### config.mk
export PLATFORM = sky130hd
export DESIGN_NAME = mplc_media_pulse_line_codec
export DESIGN_NICKNAME = d
export VERILOG_FILES = /design/src/mplc_pkg.sv /design/src/mplc_media_pulse_line_codec.sv /design/src/mplc_sync.sv /design/src/mplc_rx_slicer.sv
export SDC_FILE = /design/constraint.sdc
export NUM_CORES = 1
export LEC_CHECK = 0
export BUFFER_PORTS_ARGS = -buffer_cell sky130_fd_sc_hd__buf_2
export CORE_ASPECT_RATIO = 1.1
export CORE_MARGIN = 2
export CORE_UTILIZATION = 50
export DETAILED_ROUTE_END_ITERATION = 10
export PLACE_DENSITY = 0.76
export SYNTH_ARGS = -nofsm -noshare
export SYNTH_HDL_FRONTEND = slang
export SYNTH_SLANG_ARGS = --single-unit
### constraint.sdc
create_clock -name sys_clk -period 2.8 [get_ports sys_clk]
set_input_delay 0.42 -clock sys_clk [delete_from_list [all_inputs] [get_ports sys_clk]]
set_output_delay 0.42 -clock sys_clk [all_outputs]
set_load 0.1 [all_outputs]
### src/mplc_pkg.sv
// shared constants, register map and types of the media pulse line codec
package mplc_pkg;

  localparam int CLK_MHZ      = 250;
  localparam int BIT_TIME_NS  = 400;
  localparam int HYB_PULSE_NS = 100;
  localparam int BP_PULSE_NS  = 200;
  localparam int RX_TOL_NS    = 100;

  localparam int BIT_CYC       = (BIT_TIME_NS * CLK_MHZ) / 1000;
  localparam int HYB_PULSE_CYC = (HYB_PULSE_NS * CLK_MHZ) / 1000;
  localparam int BP_PULSE_CYC  = (BP_PULSE_NS * CLK_MHZ) / 1000;
  localparam int RX_TOL_CYC    = (RX_TOL_NS * CLK_MHZ) / 1000;

  localparam int CNT_W          = 8;
  localparam int STRAP_WAIT_CYC = 3;
  localparam int RX_IDLE_BITS   = 8;

  localparam logic [7:0]  REG_CTRL_OFS = 8'h00;
  localparam logic [7:0]  REG_STAT_OFS = 8'h04;
  localparam logic [31:0] CTRL_RST     = 32'h0000_0000;

  localparam int CTRL_BP_BIT   = 0;
  localparam int CTRL_PP_BIT   = 1;
  localparam int CTRL_LINE_DRIVE_ENABLE_BIT = 2;
  localparam int CTRL_RATE_LSB = 4;

  localparam int STAT_STRAP_HI_BIT  = 0;
  localparam int STAT_STRAP_OK_BIT  = 1;
  localparam int STAT_TX_BUSY_BIT   = 2;
  localparam int STAT_RATE_ERR_BIT  = 3;
  localparam int STAT_RX_ACT_BIT    = 4;

  localparam logic [1:0] RATE_2M5 = 2'h0;
  localparam logic [1:0] RATE_5M  = 2'h1;

  typedef enum logic {TX_IDLE, TX_SEND} mplc_tx_st_t;
  typedef enum logic {RX_IDLE, RX_RUN} mplc_rx_st_t;

  // cycles in one bit period for a rate code
  function automatic logic [CNT_W-1:0] mplc_bit_len(input logic [1:0] rate);
    logic [CNT_W-1:0] len;
    case (rate)
      RATE_2M5: len = CNT_W'(BIT_CYC);
      RATE_5M:  len = CNT_W'(BIT_CYC / 2);
      default:  len = CNT_W'(BIT_CYC / 4);
    endcase
    return len;
  endfunction

endpackage

### src/mplc_media_pulse_line_codec.sv
// media pulse line codec: pulse encoder, receive slicer, strap and wishbone registers
`timescale 1ns/1ns
module mplc_media_pulse_line_codec
  import mplc_pkg::*;
(
  input  wire logic        sys_clk,
  input  wire logic        nrst,
  input  wire logic        wb_cyc_i,
  input  wire logic        wb_stb_i,
  input  wire logic        wb_we_i,
  input  wire logic [7:0]  wb_adr_i,
  input  wire logic [3:0]  wb_sel_i,
  input  wire logic [31:0] wb_dat_i,
  output logic [31:0]      wb_dat_o,
  output logic             wb_ack_o,
  input  wire logic        tx_bit_valid,
  input  wire logic        tx_bit,
  output logic             tx_bit_ready,
  output logic             rx_bit_valid,
  output logic             rx_bit,
  input  wire logic        rx_line_in,
  output logic             tx_pulse_primary_n,
  output logic             tx_pulse_primary_oe,
  input  wire logic        tx_pulse_secondary_in,
  output logic             tx_pulse_secondary_n,
  output logic             tx_pulse_secondary_oe,
  output logic             line_drive_enable,
  output logic             line_drive_enable_oe
);
  localparam int A_HYB_M1 = HYB_PULSE_CYC - 1;
  localparam int A_BP     = BP_PULSE_CYC;
  localparam int A_BP_M1  = BP_PULSE_CYC - 1;

  function automatic logic reg_hit(input logic [7:0] adr, input logic [7:0] ofs);
    return {adr[7:2], 2'b00} == ofs;
  endfunction

  logic rst_meta_ff;
  logic rst_n_ff;
  logic rx_sync;
  logic sec_sync;
  logic rx_busy;

  always_ff @(posedge sys_clk or negedge nrst)
  begin
    if (!nrst)
    begin
      rst_meta_ff <= 1'b0;
      rst_n_ff    <= 1'b0;
    end
    else
    begin
      rst_meta_ff <= 1'b1;
      rst_n_ff    <= rst_meta_ff;
    end
  end

  mplc_sync #(.RST_VAL(1'b0)) u_rx_sync (
    .clk   (sys_clk),
    .rst_n (rst_n_ff),
    .d     (rx_line_in),
    .q     (rx_sync)
  );

  mplc_sync #(.RST_VAL(1'b1)) u_strap_sync (
    .clk   (sys_clk),
    .rst_n (rst_n_ff),
    .d     (tx_pulse_secondary_in),
    .q     (sec_sync)
  );

  // strap: pin is left undriven until the polarity has been caught
  logic [1:0] strap_wait_ff;
  logic [1:0] nxt_strap_wait;
  logic       strap_ok_ff;
  logic       nxt_strap_ok;
  logic       strap_hi_ff;
  logic       nxt_strap_hi;

  always_comb
  begin
    nxt_strap_wait = strap_wait_ff;
    nxt_strap_ok   = strap_ok_ff;
    nxt_strap_hi   = strap_hi_ff;
    if (!strap_ok_ff)
    begin
      if (strap_wait_ff == 2'(STRAP_WAIT_CYC - 1))
      begin
        nxt_strap_ok = 1'b1;
        nxt_strap_hi = ~sec_sync;
      end
      else
        nxt_strap_wait = strap_wait_ff + 2'h1;
    end
  end

  always_ff @(posedge sys_clk or negedge rst_n_ff)
  begin
    if (!rst_n_ff)
    begin
      strap_wait_ff <= '0;
      strap_ok_ff   <= 1'b0;
      strap_hi_ff   <= 1'b0;
    end
    else
    begin
      strap_wait_ff <= nxt_strap_wait;
      strap_ok_ff   <= nxt_strap_ok;
      strap_hi_ff   <= nxt_strap_hi;
    end
  end

  // wishbone slave: ack one cycle after the strobe, unmapped reads give zero
  logic       ack_ff;
  logic       nxt_ack;
  logic [31:0] dat_ff;
  logic [31:0] nxt_dat;
  logic       bp_ff;
  logic       nxt_bp;
  logic       pp_ff;
  logic       nxt_pp;
  logic       line_drive_enable_ff;
  logic       nxt_line_drive_enable;
  logic [1:0] rate_ff;
  logic [1:0] nxt_rate;
  logic [31:0] ctrl_word;
  logic [31:0] stat_word;
  logic       wb_go;

  mplc_tx_st_t      tx_st_ff;
  logic             tx_bit_ff;
  logic             rate_err;
  logic             drive_on;

  assign wb_go = wb_cyc_i & wb_stb_i & ~ack_ff;

  always_comb
  begin
    ctrl_word = '0;
    ctrl_word[CTRL_BP_BIT]   = bp_ff;
    ctrl_word[CTRL_PP_BIT]   = pp_ff;
    ctrl_word[CTRL_LINE_DRIVE_ENABLE_BIT] = line_drive_enable_ff;
    ctrl_word[CTRL_RATE_LSB +: 2] = rate_ff;
    stat_word = '0;
    stat_word[STAT_STRAP_HI_BIT] = strap_hi_ff;
    stat_word[STAT_STRAP_OK_BIT] = strap_ok_ff;
    stat_word[STAT_TX_BUSY_BIT]  = (tx_st_ff == TX_SEND);
    stat_word[STAT_RATE_ERR_BIT] = rate_err;
    stat_word[STAT_RX_ACT_BIT]   = rx_busy;
  end

  always_comb
  begin
    nxt_ack  = wb_go;
    nxt_dat  = dat_ff;
    nxt_bp   = bp_ff;
    nxt_pp   = pp_ff;
    nxt_line_drive_enable = line_drive_enable_ff;
    nxt_rate = rate_ff;
    if (wb_go)
    begin
      if (wb_we_i)
      begin
        if (reg_hit(wb_adr_i, REG_CTRL_OFS) && wb_sel_i[0])
        begin
          nxt_bp   = wb_dat_i[CTRL_BP_BIT];
          nxt_pp   = wb_dat_i[CTRL_PP_BIT];
          nxt_line_drive_enable = wb_dat_i[CTRL_LINE_DRIVE_ENABLE_BIT];
          nxt_rate = wb_dat_i[CTRL_RATE_LSB +: 2];
        end
      end
      else if (reg_hit(wb_adr_i, REG_CTRL_OFS))
        nxt_dat = ctrl_word;
      else if (reg_hit(wb_adr_i, REG_STAT_OFS))
        nxt_dat = stat_word;
      else
        nxt_dat = '0;
    end
  end

  always_ff @(posedge sys_clk or negedge rst_n_ff)
  begin
    if (!rst_n_ff)
    begin
      ack_ff  <= 1'b0;
      dat_ff  <= '0;
      bp_ff   <= CTRL_RST[CTRL_BP_BIT];
      pp_ff   <= CTRL_RST[CTRL_PP_BIT];
      line_drive_enable_ff <= CTRL_RST[CTRL_LINE_DRIVE_ENABLE_BIT];
      rate_ff <= CTRL_RST[CTRL_RATE_LSB +: 2];
    end
    else
    begin
      ack_ff  <= nxt_ack;
      dat_ff  <= nxt_dat;
      bp_ff   <= nxt_bp;
      pp_ff   <= nxt_pp;
      line_drive_enable_ff <= nxt_line_drive_enable;
      rate_ff <= nxt_rate;
    end
  end

  assign wb_ack_o = ack_ff;
  assign wb_dat_o = dat_ff;

  // transmit encoder; pads are registered from the next state so the pulse
  // edges line up exactly with the bit counter
  mplc_tx_st_t      nxt_tx_st;
  logic [CNT_W-1:0] tx_cnt_ff;
  logic [CNT_W-1:0] nxt_tx_cnt;
  logic             nxt_tx_bit;
  logic [CNT_W-1:0] len;
  logic [CNT_W-1:0] half;
  logic             tx_ok;
  logic             tx_last;
  logic             pri_act;
  logic             sec_act;
  logic             od_mode;
  logic             pri_n_ff;
  logic             pri_oe_ff;
  logic             sec_n_ff;
  logic             sec_oe_ff;
  logic             en_ff;
  logic             en_oe_ff;
  logic             nxt_pri_n;
  logic             nxt_pri_oe;
  logic             nxt_sec_oe;
  logic             nxt_en;

  assign len      = mplc_bit_len(rate_ff);
  assign half     = len >> 1;
  assign rate_err = ~bp_ff & (rate_ff != RATE_2M5);
  assign drive_on = line_drive_enable_ff & strap_ok_ff;
  assign tx_ok    = drive_on & ~rate_err;
  assign tx_last  = (tx_st_ff == TX_SEND) && (tx_cnt_ff == len - CNT_W'(1));
  assign tx_bit_ready = tx_ok & ((tx_st_ff == TX_IDLE) | tx_last);
  assign od_mode  = bp_ff & ~pp_ff;

  always_comb
  begin
    nxt_tx_st  = tx_st_ff;
    nxt_tx_cnt = tx_cnt_ff;
    nxt_tx_bit = tx_bit_ff;
    if (!tx_ok)
    begin
      nxt_tx_st  = TX_IDLE;
      nxt_tx_cnt = '0;
      nxt_tx_bit = 1'b0;
    end
    else if (tx_bit_valid && tx_bit_ready)
    begin
      nxt_tx_st  = TX_SEND;
      nxt_tx_cnt = '0;
      nxt_tx_bit = tx_bit;
    end
    else if (tx_last)
    begin
      nxt_tx_st  = TX_IDLE;
      nxt_tx_cnt = '0;
    end
    else if (tx_st_ff == TX_SEND)
      nxt_tx_cnt = tx_cnt_ff + CNT_W'(1);
    pri_act = (nxt_tx_st == TX_SEND) && nxt_tx_bit
      && (bp_ff ? nxt_tx_cnt < half : nxt_tx_cnt < CNT_W'(HYB_PULSE_CYC));
    if (bp_ff)
      sec_act = (nxt_tx_st == TX_SEND) && nxt_tx_cnt < half;
    else
      sec_act = (nxt_tx_st == TX_SEND) && nxt_tx_bit
        && nxt_tx_cnt >= CNT_W'(HYB_PULSE_CYC)
        && nxt_tx_cnt < CNT_W'(HYB_PULSE_CYC) + CNT_W'(HYB_PULSE_CYC);
    nxt_pri_oe = od_mode ? pri_act : 1'b1;
    nxt_pri_n  = od_mode ? 1'b0 : ~pri_act;
    // a grounded strap pin must never see the clock driven onto it
    nxt_sec_oe = strap_ok_ff & (~bp_ff | ~strap_hi_ff);
    nxt_en     = (bp_ff & strap_hi_ff) ? drive_on : ~drive_on;
  end

  always_ff @(posedge sys_clk or negedge rst_n_ff)
  begin
    if (!rst_n_ff)
    begin
      tx_st_ff  <= TX_IDLE;
      tx_cnt_ff <= '0;
      tx_bit_ff <= 1'b0;
      pri_n_ff  <= 1'b1;
      pri_oe_ff <= 1'b0;
      sec_n_ff  <= 1'b1;
      sec_oe_ff <= 1'b0;
      en_ff     <= 1'b1;
      en_oe_ff  <= 1'b0;
    end
    else
    begin
      tx_st_ff  <= nxt_tx_st;
      tx_cnt_ff <= nxt_tx_cnt;
      tx_bit_ff <= nxt_tx_bit;
      pri_n_ff  <= nxt_pri_n;
      pri_oe_ff <= nxt_pri_oe;
      sec_n_ff  <= ~sec_act;
      sec_oe_ff <= nxt_sec_oe;
      en_ff     <= nxt_en;
      en_oe_ff  <= strap_ok_ff;
    end
  end

  assign tx_pulse_primary_n    = pri_n_ff;
  assign tx_pulse_primary_oe   = pri_oe_ff;
  assign tx_pulse_secondary_n  = sec_n_ff;
  assign tx_pulse_secondary_oe = sec_oe_ff;
  assign line_drive_enable     = en_ff;
  assign line_drive_enable_oe  = en_oe_ff;

  mplc_rx_slicer u_rx (
    .clk         (sys_clk),
    .rst_n       (rst_n_ff),
    .line        (rx_sync),
    .active_high (~bp_ff),
    .bit_len     (len),
    .bit_valid   (rx_bit_valid),
    .bit_out     (rx_bit),
    .busy        (rx_busy)
  );

  logic pri_low;
  assign pri_low = tx_pulse_primary_oe & ~tx_pulse_primary_n;

  reset_lines_idle_a: assert property (@(posedge sys_clk) disable iff (!rst_n_ff)
    $rose(rst_n_ff) |-> tx_pulse_primary_n && !tx_pulse_primary_oe
    && !tx_pulse_secondary_oe && !line_drive_enable_oe && !pp_ff)
    else $error("lines not idle after reset");
  hyb_pri_width_a: assert property (@(posedge sys_clk) disable iff (!rst_n_ff)
    !bp_ff && tx_ok && $fell(tx_pulse_primary_n)
    |-> ##A_HYB_M1 !tx_pulse_primary_n ##1 tx_pulse_primary_n)
    else $error("hybrid primary pulse width wrong");
  hyb_sec_follow_a: assert property (@(posedge sys_clk) disable iff (!rst_n_ff)
    !bp_ff && tx_st_ff == TX_SEND && $rose(tx_pulse_primary_n)
    |-> $fell(tx_pulse_secondary_n) ##A_HYB_M1 !tx_pulse_secondary_n)
    else $error("hybrid secondary pulse missing");
  hyb_no_overlap_a: assert property (@(posedge sys_clk) disable iff (!rst_n_ff)
    !bp_ff && $stable(bp_ff) |-> tx_pulse_primary_n || tx_pulse_secondary_n)
    else $error("hybrid pulses overlap");
  hyb_zero_quiet_a: assert property (@(posedge sys_clk) disable iff (!rst_n_ff)
    !bp_ff && $stable(bp_ff) && tx_st_ff == TX_SEND && !tx_bit_ff
    |-> tx_pulse_primary_n && tx_pulse_secondary_n)
    else $error("pulse during hybrid zero");
  hyb_rate_only_a: assert property (@(posedge sys_clk) disable iff (!rst_n_ff)
    !bp_ff && rate_ff != RATE_2M5 |-> !tx_bit_ready ##1 tx_st_ff == TX_IDLE)
    else $error("hybrid send at wrong rate");
  od_release_a: assert property (@(posedge sys_clk) disable iff (!rst_n_ff)
    od_mode && $past(od_mode) && tx_pulse_primary_oe
    |-> !tx_pulse_primary_n && tx_st_ff == TX_SEND && tx_bit_ff)
    else $error("open drain drives outside a pulse");
  bp_pulse_width_a: assert property (@(posedge sys_clk) disable iff (!rst_n_ff)
    bp_ff && rate_ff == RATE_2M5 && tx_ok && $rose(pri_low)
    |-> ##A_BP_M1 pri_low ##1 !pri_low)
    else $error("backplane pulse width wrong");
  drive_gate_a: assert property (@(posedge sys_clk) disable iff (!rst_n_ff)
    pri_low |-> line_drive_enable_oe
    && line_drive_enable == (bp_ff && strap_hi_ff))
    else $error("pulse without drive enable");
  bp_clock_a: assert property (@(posedge sys_clk) disable iff (!rst_n_ff)
    bp_ff && rate_ff == RATE_2M5 && tx_ok && $fell(tx_pulse_secondary_n)
    |-> ##A_BP tx_pulse_secondary_n)
    else $error("backplane data clock period wrong");
  strap_pick_a: assert property (@(posedge sys_clk) disable iff (!rst_n_ff)
    $rose(strap_ok_ff) |-> strap_hi_ff == !$past(sec_sync) ##1
    (!(bp_ff && strap_hi_ff) || !tx_pulse_secondary_oe))
    else $error("strap polarity capture wrong");
endmodule // mplc_media_pulse_line_codec

### src/mplc_sync.sv
// two flip-flop synchroniser for one pin input
`timescale 1ns/1ns
module mplc_sync #(
  parameter logic RST_VAL = 1'b1
) (
  input  wire logic clk,
  input  wire logic rst_n,
  input  wire logic d,
  output logic      q
);
  logic meta_ff;
  logic q_ff;

  always_ff @(posedge clk or negedge rst_n)
  begin
    if (!rst_n)
    begin
      meta_ff <= RST_VAL;
      q_ff    <= RST_VAL;
    end
    else
    begin
      meta_ff <= d;
      q_ff    <= meta_ff;
    end
  end

  assign q = q_ff;
endmodule // mplc_sync

### src/mplc_rx_slicer.sv
// receive pulse slicer: pulses on the line into a windowed nrz bit stream
`timescale 1ns/1ns
module mplc_rx_slicer
  import mplc_pkg::*;
(
  input  wire logic             clk,
  input  wire logic             rst_n,
  input  wire logic             line,
  input  wire logic             active_high,
  input  wire logic [CNT_W-1:0] bit_len,
  output logic                  bit_valid,
  output logic                  bit_out,
  output logic                  busy
);
  localparam int A_LO = BIT_CYC - RX_TOL_CYC;
  localparam int A_HI = BIT_CYC + RX_TOL_CYC;

  mplc_rx_st_t      st_ff;
  mplc_rx_st_t      nxt_st;
  logic [CNT_W-1:0] cnt_ff;
  logic [CNT_W-1:0] nxt_cnt;
  logic [2:0]       zeros_ff;
  logic [2:0]       nxt_zeros;
  logic             lvl_ff;
  logic             bv_ff;
  logic             nxt_bv;
  logic             b_ff;
  logic             nxt_b;
  logic             lvl;
  logic             edge_hit;
  logic [CNT_W-1:0] half;
  logic [CNT_W-1:0] limit;

  assign lvl      = active_high ? line : ~line;
  assign edge_hit = lvl & ~lvl_ff;
  assign half     = bit_len >> 1;
  assign limit    = bit_len + half - CNT_W'(1);

  // window of one bit period centred on the expected pulse, so a pulse may
  // wander half a bit either way before it lands in the wrong bit
  always_comb
  begin
    nxt_st    = st_ff;
    nxt_cnt   = cnt_ff;
    nxt_zeros = zeros_ff;
    nxt_bv    = 1'b0;
    nxt_b     = b_ff;
    case (st_ff)
      RX_IDLE:
      begin
        if (edge_hit)
        begin
          nxt_st    = RX_RUN;
          nxt_cnt   = '0;
          nxt_zeros = '0;
          nxt_bv    = 1'b1;
          nxt_b     = 1'b1;
        end
      end
      RX_RUN:
      begin
        if (edge_hit && cnt_ff >= half)
        begin
          nxt_cnt   = '0;
          nxt_zeros = '0;
          nxt_bv    = 1'b1;
          nxt_b     = 1'b1;
        end
        else if (cnt_ff == limit)
        begin
          nxt_cnt = half;
          nxt_bv  = 1'b1;
          nxt_b   = 1'b0;
          if (zeros_ff == 3'(RX_IDLE_BITS - 1))
            nxt_st = RX_IDLE;
          else
            nxt_zeros = zeros_ff + 3'h1;
        end
        else
          nxt_cnt = cnt_ff + CNT_W'(1);
      end
      default:
        nxt_st = RX_IDLE;
    endcase
  end

  always_ff @(posedge clk or negedge rst_n)
  begin
    if (!rst_n)
    begin
      st_ff    <= RX_IDLE;
      cnt_ff   <= '0;
      zeros_ff <= '0;
      lvl_ff   <= 1'b0;
      bv_ff    <= 1'b0;
      b_ff     <= 1'b0;
    end
    else
    begin
      st_ff    <= nxt_st;
      cnt_ff   <= nxt_cnt;
      zeros_ff <= nxt_zeros;
      lvl_ff   <= lvl;
      bv_ff    <= nxt_bv;
      b_ff     <= nxt_b;
    end
  end

  assign bit_valid = bv_ff;
  assign bit_out   = b_ff;
  assign busy      = (st_ff == RX_RUN);

  rx_first_one_a: assert property (@(posedge clk) disable iff (!rst_n)
    st_ff == RX_IDLE && edge_hit |=> bit_valid && bit_out)
    else $error("first pulse not taken as a one");
  rx_jitter_window_a: assert property (@(posedge clk) disable iff (!rst_n)
    st_ff == RX_RUN && edge_hit && bit_len == CNT_W'(BIT_CYC)
    && cnt_ff >= CNT_W'(A_LO) && cnt_ff <= CNT_W'(A_HI) |=> bit_valid && bit_out)
    else $error("displaced pulse lost");
  rx_zero_gap_a: assert property (@(posedge clk) disable iff (!rst_n)
    st_ff == RX_RUN && !edge_hit && cnt_ff == limit |=> bit_valid && !bit_out)
    else $error("missing pulse not taken as a zero");
endmodule // mplc_rx_slicer

==> results of run 1 <==
## area by class of cell
cell class	instances	area share
inverter	13	0.0137
multi-input combinational	255	0.467
timing repair buffer	64	0.109
clock buffer	5	0.0184
clock inverter	3	0.00770
tap	80	0.0268
sequential	53	0.357
## metrics by stage
step	power (W)	std cells	instance area, um2	TNS [ns]	utilization
3_3_place_gp	0.00148	460	3530	-0.221	0.573
3_5_place_dp	0.00150	460	3530	-0.310	0.573
5_1_grt	0.00208	473	3740	-0.396	0.607
4_1_cts	0.00196	472	3680	-0.123	0.597
6_report	0.00196	473	3740	0	0.607
2_1_floorplan	0.00142	359	3320	-0.0339	-
## worst paths after layout
kind                                             end  slack (ns)                  start
worst max-delay path                    tx_bit_ready        0.01             rate_ff[1]
worst min register to register           u_rx_sync.q        0.36      u_rx_sync.meta_ff
max in group asynchronous               tx_cnt_ff[3]        1.67               rst_n_ff
worst min-delay path            u_strap_sync.meta_ff        0.20  tx_pulse_secondary_in
worst max register to register    tx_pulse_primary_n        0.03             rate_ff[1]
min in group asynchronous                   rst_n_ff        0.42                   nrst
## cell families (layout without fill, tap and decap cells)
family	Yosys count	count (layout)
and+or+nand+nor	116	116
AOI/OAI and AO/OA	68	68
DFF	53	53
buffers and inverters	51	85
adders and majority gates	18	18
xor gates and xnor gates	13	13
muxes	13	13
other	2	27
## sequential cells by signal, indices dropped and copies added, names as in the netlist, 2 cells and up
name,cells
tx_cnt_ff,8
u_rx.cnt_ff,8
wb_dat_o,6
u_rx.zeros_ff,3
rate_ff,2
strap_wait_ff,2
## metal layers
layer	vias up	wire, um	GRT usage
met4	0	84	0.0570
met3	8	235	0.0373
met2	56	3480	0.360
li1	1219	-	-
met5	-	0	0
met1	1196	2880	0.246
## cells in the mapped netlist (5+ instances only)
cell	number	share of area
dfrtp_1	48	0.38
nor2_1	34	0.040
nand2_1	32	0.038
buf_4	26	0.062
o21ai_0	21	0.033
ha_1	18	0.071
inv_1	13	0.015
a21oi_1	11	0.017
clkbuf_1	9	0.011
nand2b_1	9	0.018
mux2i_1	7	0.022
xor2_1	7	0.019
mux2_2	6	0.021
xnor2_1	6	0.017
a21o_1	5	0.012
dfstp_2	5	0.041
nand3_1	5	0.0079
nand4_1	5	0.0099
nor3_1	5	0.0079
## power breakdown
group | total (W) | leakage (nW) | internal, W | switching (W)
combinational | 0.000538 | 1.06 | 0.000186 | 0.000351
sequential | 0.000956 | 0.661 | 0.000840 | 0.000116
clock | 0.000464 | 0.0506 | 0.000188 | 0.000276
total | 0.00196 | 1.78 | 0.00121 | 0.000744
## critical path, stage by stage, from the launching register on
cell	delay, ns
dfrtp_1	0.43
or2_4	0.29
ha_4	0.18
xor2_2	0.15
nor3_4	0.22
a31oi_4	0.15
buf_4	0.16
buf_4	0.16
nor2_4	0.12
buf_12	0.18
## what timing repair did
item | in CTS | in global routing
hold buffers | 1 | 0
hold endpoints to repair | 2 | 0
buffers inserted | 3 | 1
endpoints found under the setup margin | 3 | 6
resized for setup | 4 | 10
pin swaps | 6 | 16
==> metrics.csv, run 1 <==
metric,value,unit
synthMuxAreaShare,0.0434,
tightest_slew,1.07,ns
finClkSkew,0.00519,ns
synthCells,334,
p_per_area,524,mW/mm2
p_leak,1.78,nW
die_w,79.9,um
hpwl,5010,um
portBuffers,36,
netlist_area,0.00317,mm2
grt_first_pass_wirelength,11000,um
fillers,520,
cp-start-kind,flop,
start_util,0.515,
drc,0,
hold_depth,1,
irDropWorstVdd,0.401,mV
clk_latency,0.31,ns
yosysSeqAreaShare,0.420,
row_count,30,
overflow,0,
hold_violations,0,
clkSlewWorstSetupHoldPaths,0.10,ns
gp_congestion,0.845,
grt_pass1_vias,2448,
async_flop_share,1.00,
setup_ws,0.00970,ns
ys_ff_latch,53,
synth_warnings,0,
clock_sinks,53,
htreeDepth,2,
synthToLayoutAreaGrowth,17.8,%
drv_slew,0,
n_antenna_cell,0,
synth_compound_area_frac,0.146,
multi_input_area,0.00175,mm2
synth_xor_area_frac,0.0359,
cts_tree,done,
wl_per_cell,14.1,um
nets,463,
fin_crit_sh,0.997,
ff_latch_area,0.00133,mm2
wl,6680,um
slew_headroom,0.288,
drtIter0Drc,137,
r2r_cells,14,
worstSetupPathType,reg2out,
final_cell_mix,"dfrtp_1, buf_2, nor2_1, nand2_1",
fmax,358,MHz
layout_min_cycle_time,2.79,ns
vias,2479,
synthAdderAreaFrac,0.0710,
dieArea,0.00700,mm2
synthFlopType,dfrtp_1,
core_area,0.00616,mm2
synth-simple-area-share,0.183,
antenna_found_initial,0,
root_buffer,clkbuf_8,
required,2.38,ns
grt_usage,0.200,
first_pass_iters,4,
hold_ws,0.198,ns
avgSynthCellArea,9.49,um2
layout_commonest_cell,dfrtp_1,
status,finished clean,
crit_fanout,8,
maxCapViolCount,0,
die_h,87.5,um
arrival,2.37,ns
synth_top_family_by_area,simple AND/OR/NAND/NOR gates,
numCtsBuffers,5,
grt_start_max_net_pins,52,
routed_via_density,5.24,
synth-edff-count,0,
critPathCaptureType,output port,
dp_slack,-0.110,ns
cts.path.max_buffers,2,
hold_class,in2reg,
final_antenna_net_count,0,
setup_viol,0,
drive_gt1_frac,0.295,
rsz0062_at_grt,true,
ys_types,57,
io_pins,95,
No activity file was read; power rests on OpenSTA's default activity.
==> inputs of run 2 (changes only) <==
==> constraint.sdc (replaced) <==
create_clock -name sys_clk -period 2.8 [get_ports sys_clk]
set_input_delay 0.42 -clock sys_clk [delete_from_list [all_inputs] [get_ports sys_clk]]
set_output_delay 0.42 -clock sys_clk [all_outputs]
set_load 0.02 [all_outputs]
==> run 2 against run 1 <==
  * Critical path depth up 3
  * Combinational power down 28%
  * Die area unchanged
  * Design area up 0.10%
  * Routed wire length down 2.5%
  * Critical path type is now reg2reg
  * The run now ends with setup timing left
  * Largest cell class unchanged
  * Clock power down 1%
  * First-iteration DRC count up 0.73%
  * Global-route usage down 0.22 points
  * Maximum frequency down 3.9%
==> metrics.csv, run 2 (synthesis results as in run 1) <==
metric,value,unit,change
cp-start-kind,flop,,
r2r_cells,12,,-2
r2r_end,tx_pulse_primary_oe,,
die_w,79.9,um,unchanged
grt_start_max_net_pins,52,,unchanged
finClkSkew,0.00819,ns,+0.00300 ns
setup_ws,-0.105,ns,-0.115 ns
required,3.00,ns,+0.62 ns
n_antenna_cell,0,,unchanged
p_switching,0.000586,W,-21%
fillers,523,,+0.58%
drv_slew,0,,unchanged
gp_congestion,0.888,,+5.1%
root_buffer,clkbuf_8,,
clk_latency,0.31,ns,about the same
overflow,0,,unchanged
pwr-share-seq,0.530,,+0.042
drive_gt1_frac,0.299,,+0.00383
irDropWorstVdd,0.363,mV,-9.4%
wl_per_cell,13.6,um,-3.5%
numCtsBuffers,5,,unchanged
grt_usage,0.198,,-0.00223
multi_input_area,0.00172,mm2,-1.5%
setup_viol,3,,+3
final_cell_mix,"dfrtp_1, buf_2, nor2_1, buf_4, nand2_1",,
swShare,0.325,,-0.0549
hold_ws,0.193,ns,-0.00574 ns
crit_slowest_cell,dfrtp_2,,
cts_tree,done,,
fin_crit_sh,1.04,,+0.0409
vias,2501,,+0.89%
maxCapViolCount,0,,unchanged
rsz0062_at_grt,true,,
portBuffers,36,,unchanged
worstPathBufferInverterCount,0,,-3
ff_latch_area,0.00134,mm2,about the same
clkSlewWorstSetupHoldPaths,0.10,ns,about the same
die_h,87.5,um,unchanged
hold_violations,0,,unchanged
slew_headroom,0.277,,-0.0110
row_count,30,,unchanged
p_comb_frac,0.216,,-0.059
arrival,3.11,ns,+0.74 ns
grt_pass1_vias,2480,,+1.3%
io_pins,95,,unchanged
hold_start,tx_pulse_secondary_in,,
first_pass_iters,4,,unchanged
core_area,0.00616,mm2,unchanged
hold_depth,1,,unchanged
finalPower,0.00180,W,-8.0%
clock_sinks,53,,unchanged
critPathCaptureType,flop,,
synthToLayoutAreaGrowth,18.0,%,
htreeDepth,2,,unchanged
failed_checks,setup timing,,
final_antenna_net_count,0,,unchanged
grt_first_pass_wirelength,11000,um,about the same
p_int,0.00122,W,+0.20%
cp_top_family,compound AO/OA/AOI/OAI gates,,
layout_commonest_cell,dfrtp_1,,
status,"finished, violations left",,
p_per_area,482,mW/mm2,-8.0%
ff2ff_setup_slack,-0.10,ns,-0.13 ns
drtIter0Drc,138,,+0.73%
worstSetupPathType,reg2reg,,
routed_via_density,5.23,,-0.17%
antenna_found_initial,0,,unchanged
drc,0,,unchanged
hold_end,u_strap_sync.meta_ff,,
hold_class,in2reg,,
hpwl,4730,um,-5.5%
dieArea,0.00700,mm2,unchanged
crit_fanout,5,,-3
fmax,344,MHz,-3.9%
start_util,0.515,,unchanged
tightest_slew,1.09,ns,+0.0165 ns
p_leak,1.80,nW,+1.5%
cts.path.max_buffers,2,,unchanged
slowest_delay,0.45,ns,+0.02 ns
crit_path_cell_trace,"or2_4, ha_4, xor2_2, nor3_4, a31oi_4, nand2_2, a21oi_2, ha_1, o41ai_2, a31oi_1, o2111ai_2, a211o_2",,
layout_min_cycle_time,2.90,ns,+0.115 ns
wl,6510,um,-2.5%
reg2reg_from,rate_ff[0],,
pwr-share-clk,0.254,,+0.017
nets,468,,+1.1%
run 2: cell count changes in the layout (fill, tap and decap cells not counted), sizes merged:
cell	previous run	this run
buf	63	68
run 2: how the worst max path moves through the flow:
stage,from,end,depth (start not counted)
after floorplan,rate_ff[0],tx_pulse_primary_n,15
after global placement,rate_ff[0],tx_pulse_primary_n,12
after detailed placement,rate_ff[0],tx_pulse_secondary_n,12
after CTS,rate_ff[0],tx_pulse_secondary_n,14
after global routing,rate_ff[0],tx_pulse_primary_n,13
final,rate_ff[0],tx_pulse_primary_oe,12
run 2: power groups by stage:
stage	Combinational (W)	Clock [W]	Sequential [W]
2_1_floorplan	0.000330	0	0.000934
3_3_place_gp	0.000362	0	0.000964
3_5_place_dp	0.000381	0	0.000970
4_1_cts	0.000388	0.000473	0.000955
5_1_grt	0.000446	0.000501	0.000974
6_report	0.000389	0.000458	0.000954
run 2: what timing repair did:
item	in CTS	in global routing
setup endpoints to repair	3	4
cloned	0	0
buffers inserted	4	3
endpoints found under the hold margin	2	0
hold buffers	1	0
pin swaps	10	13
resized for setup	7	8
run 2: layout make-up:
cell class	instances	area share
Timing Repair Buffer	69	0.117
Clock buffer	5	0.0184
Clock inverter	3	0.00769
Inverter	13	0.0137
Multi-Input combinational cell	255	0.460
Sequential cell	53	0.357
Tap cell	80	0.0268
run 2: metrics by stage:
step | instances | setup TNS, ns | worst slack (ns) | utilization | cell area (um2)
3_5_place_dp | 462 | -0.498 | -0.175 | 0.572 | 3520
5_1_grt | 478 | -0.643 | -0.205 | 0.608 | 3740
4_1_cts | 475 | -0.0322 | -0.0322 | 0.600 | 3690
3_3_place_gp | 462 | -0.361 | -0.125 | 0.572 | 3520
2_1_floorplan | 359 | -0.0200 | -0.0166 | - | 3310
6_report | 478 | -0.236 | -0.105 | 0.608 | 3740
run 2: layer usage:
layer,GRT usage,routed length (um)
met5,0,0
met1,0.253,2850
met4,0.0832,142
met2,0.332,3280
met3,0.0363,238
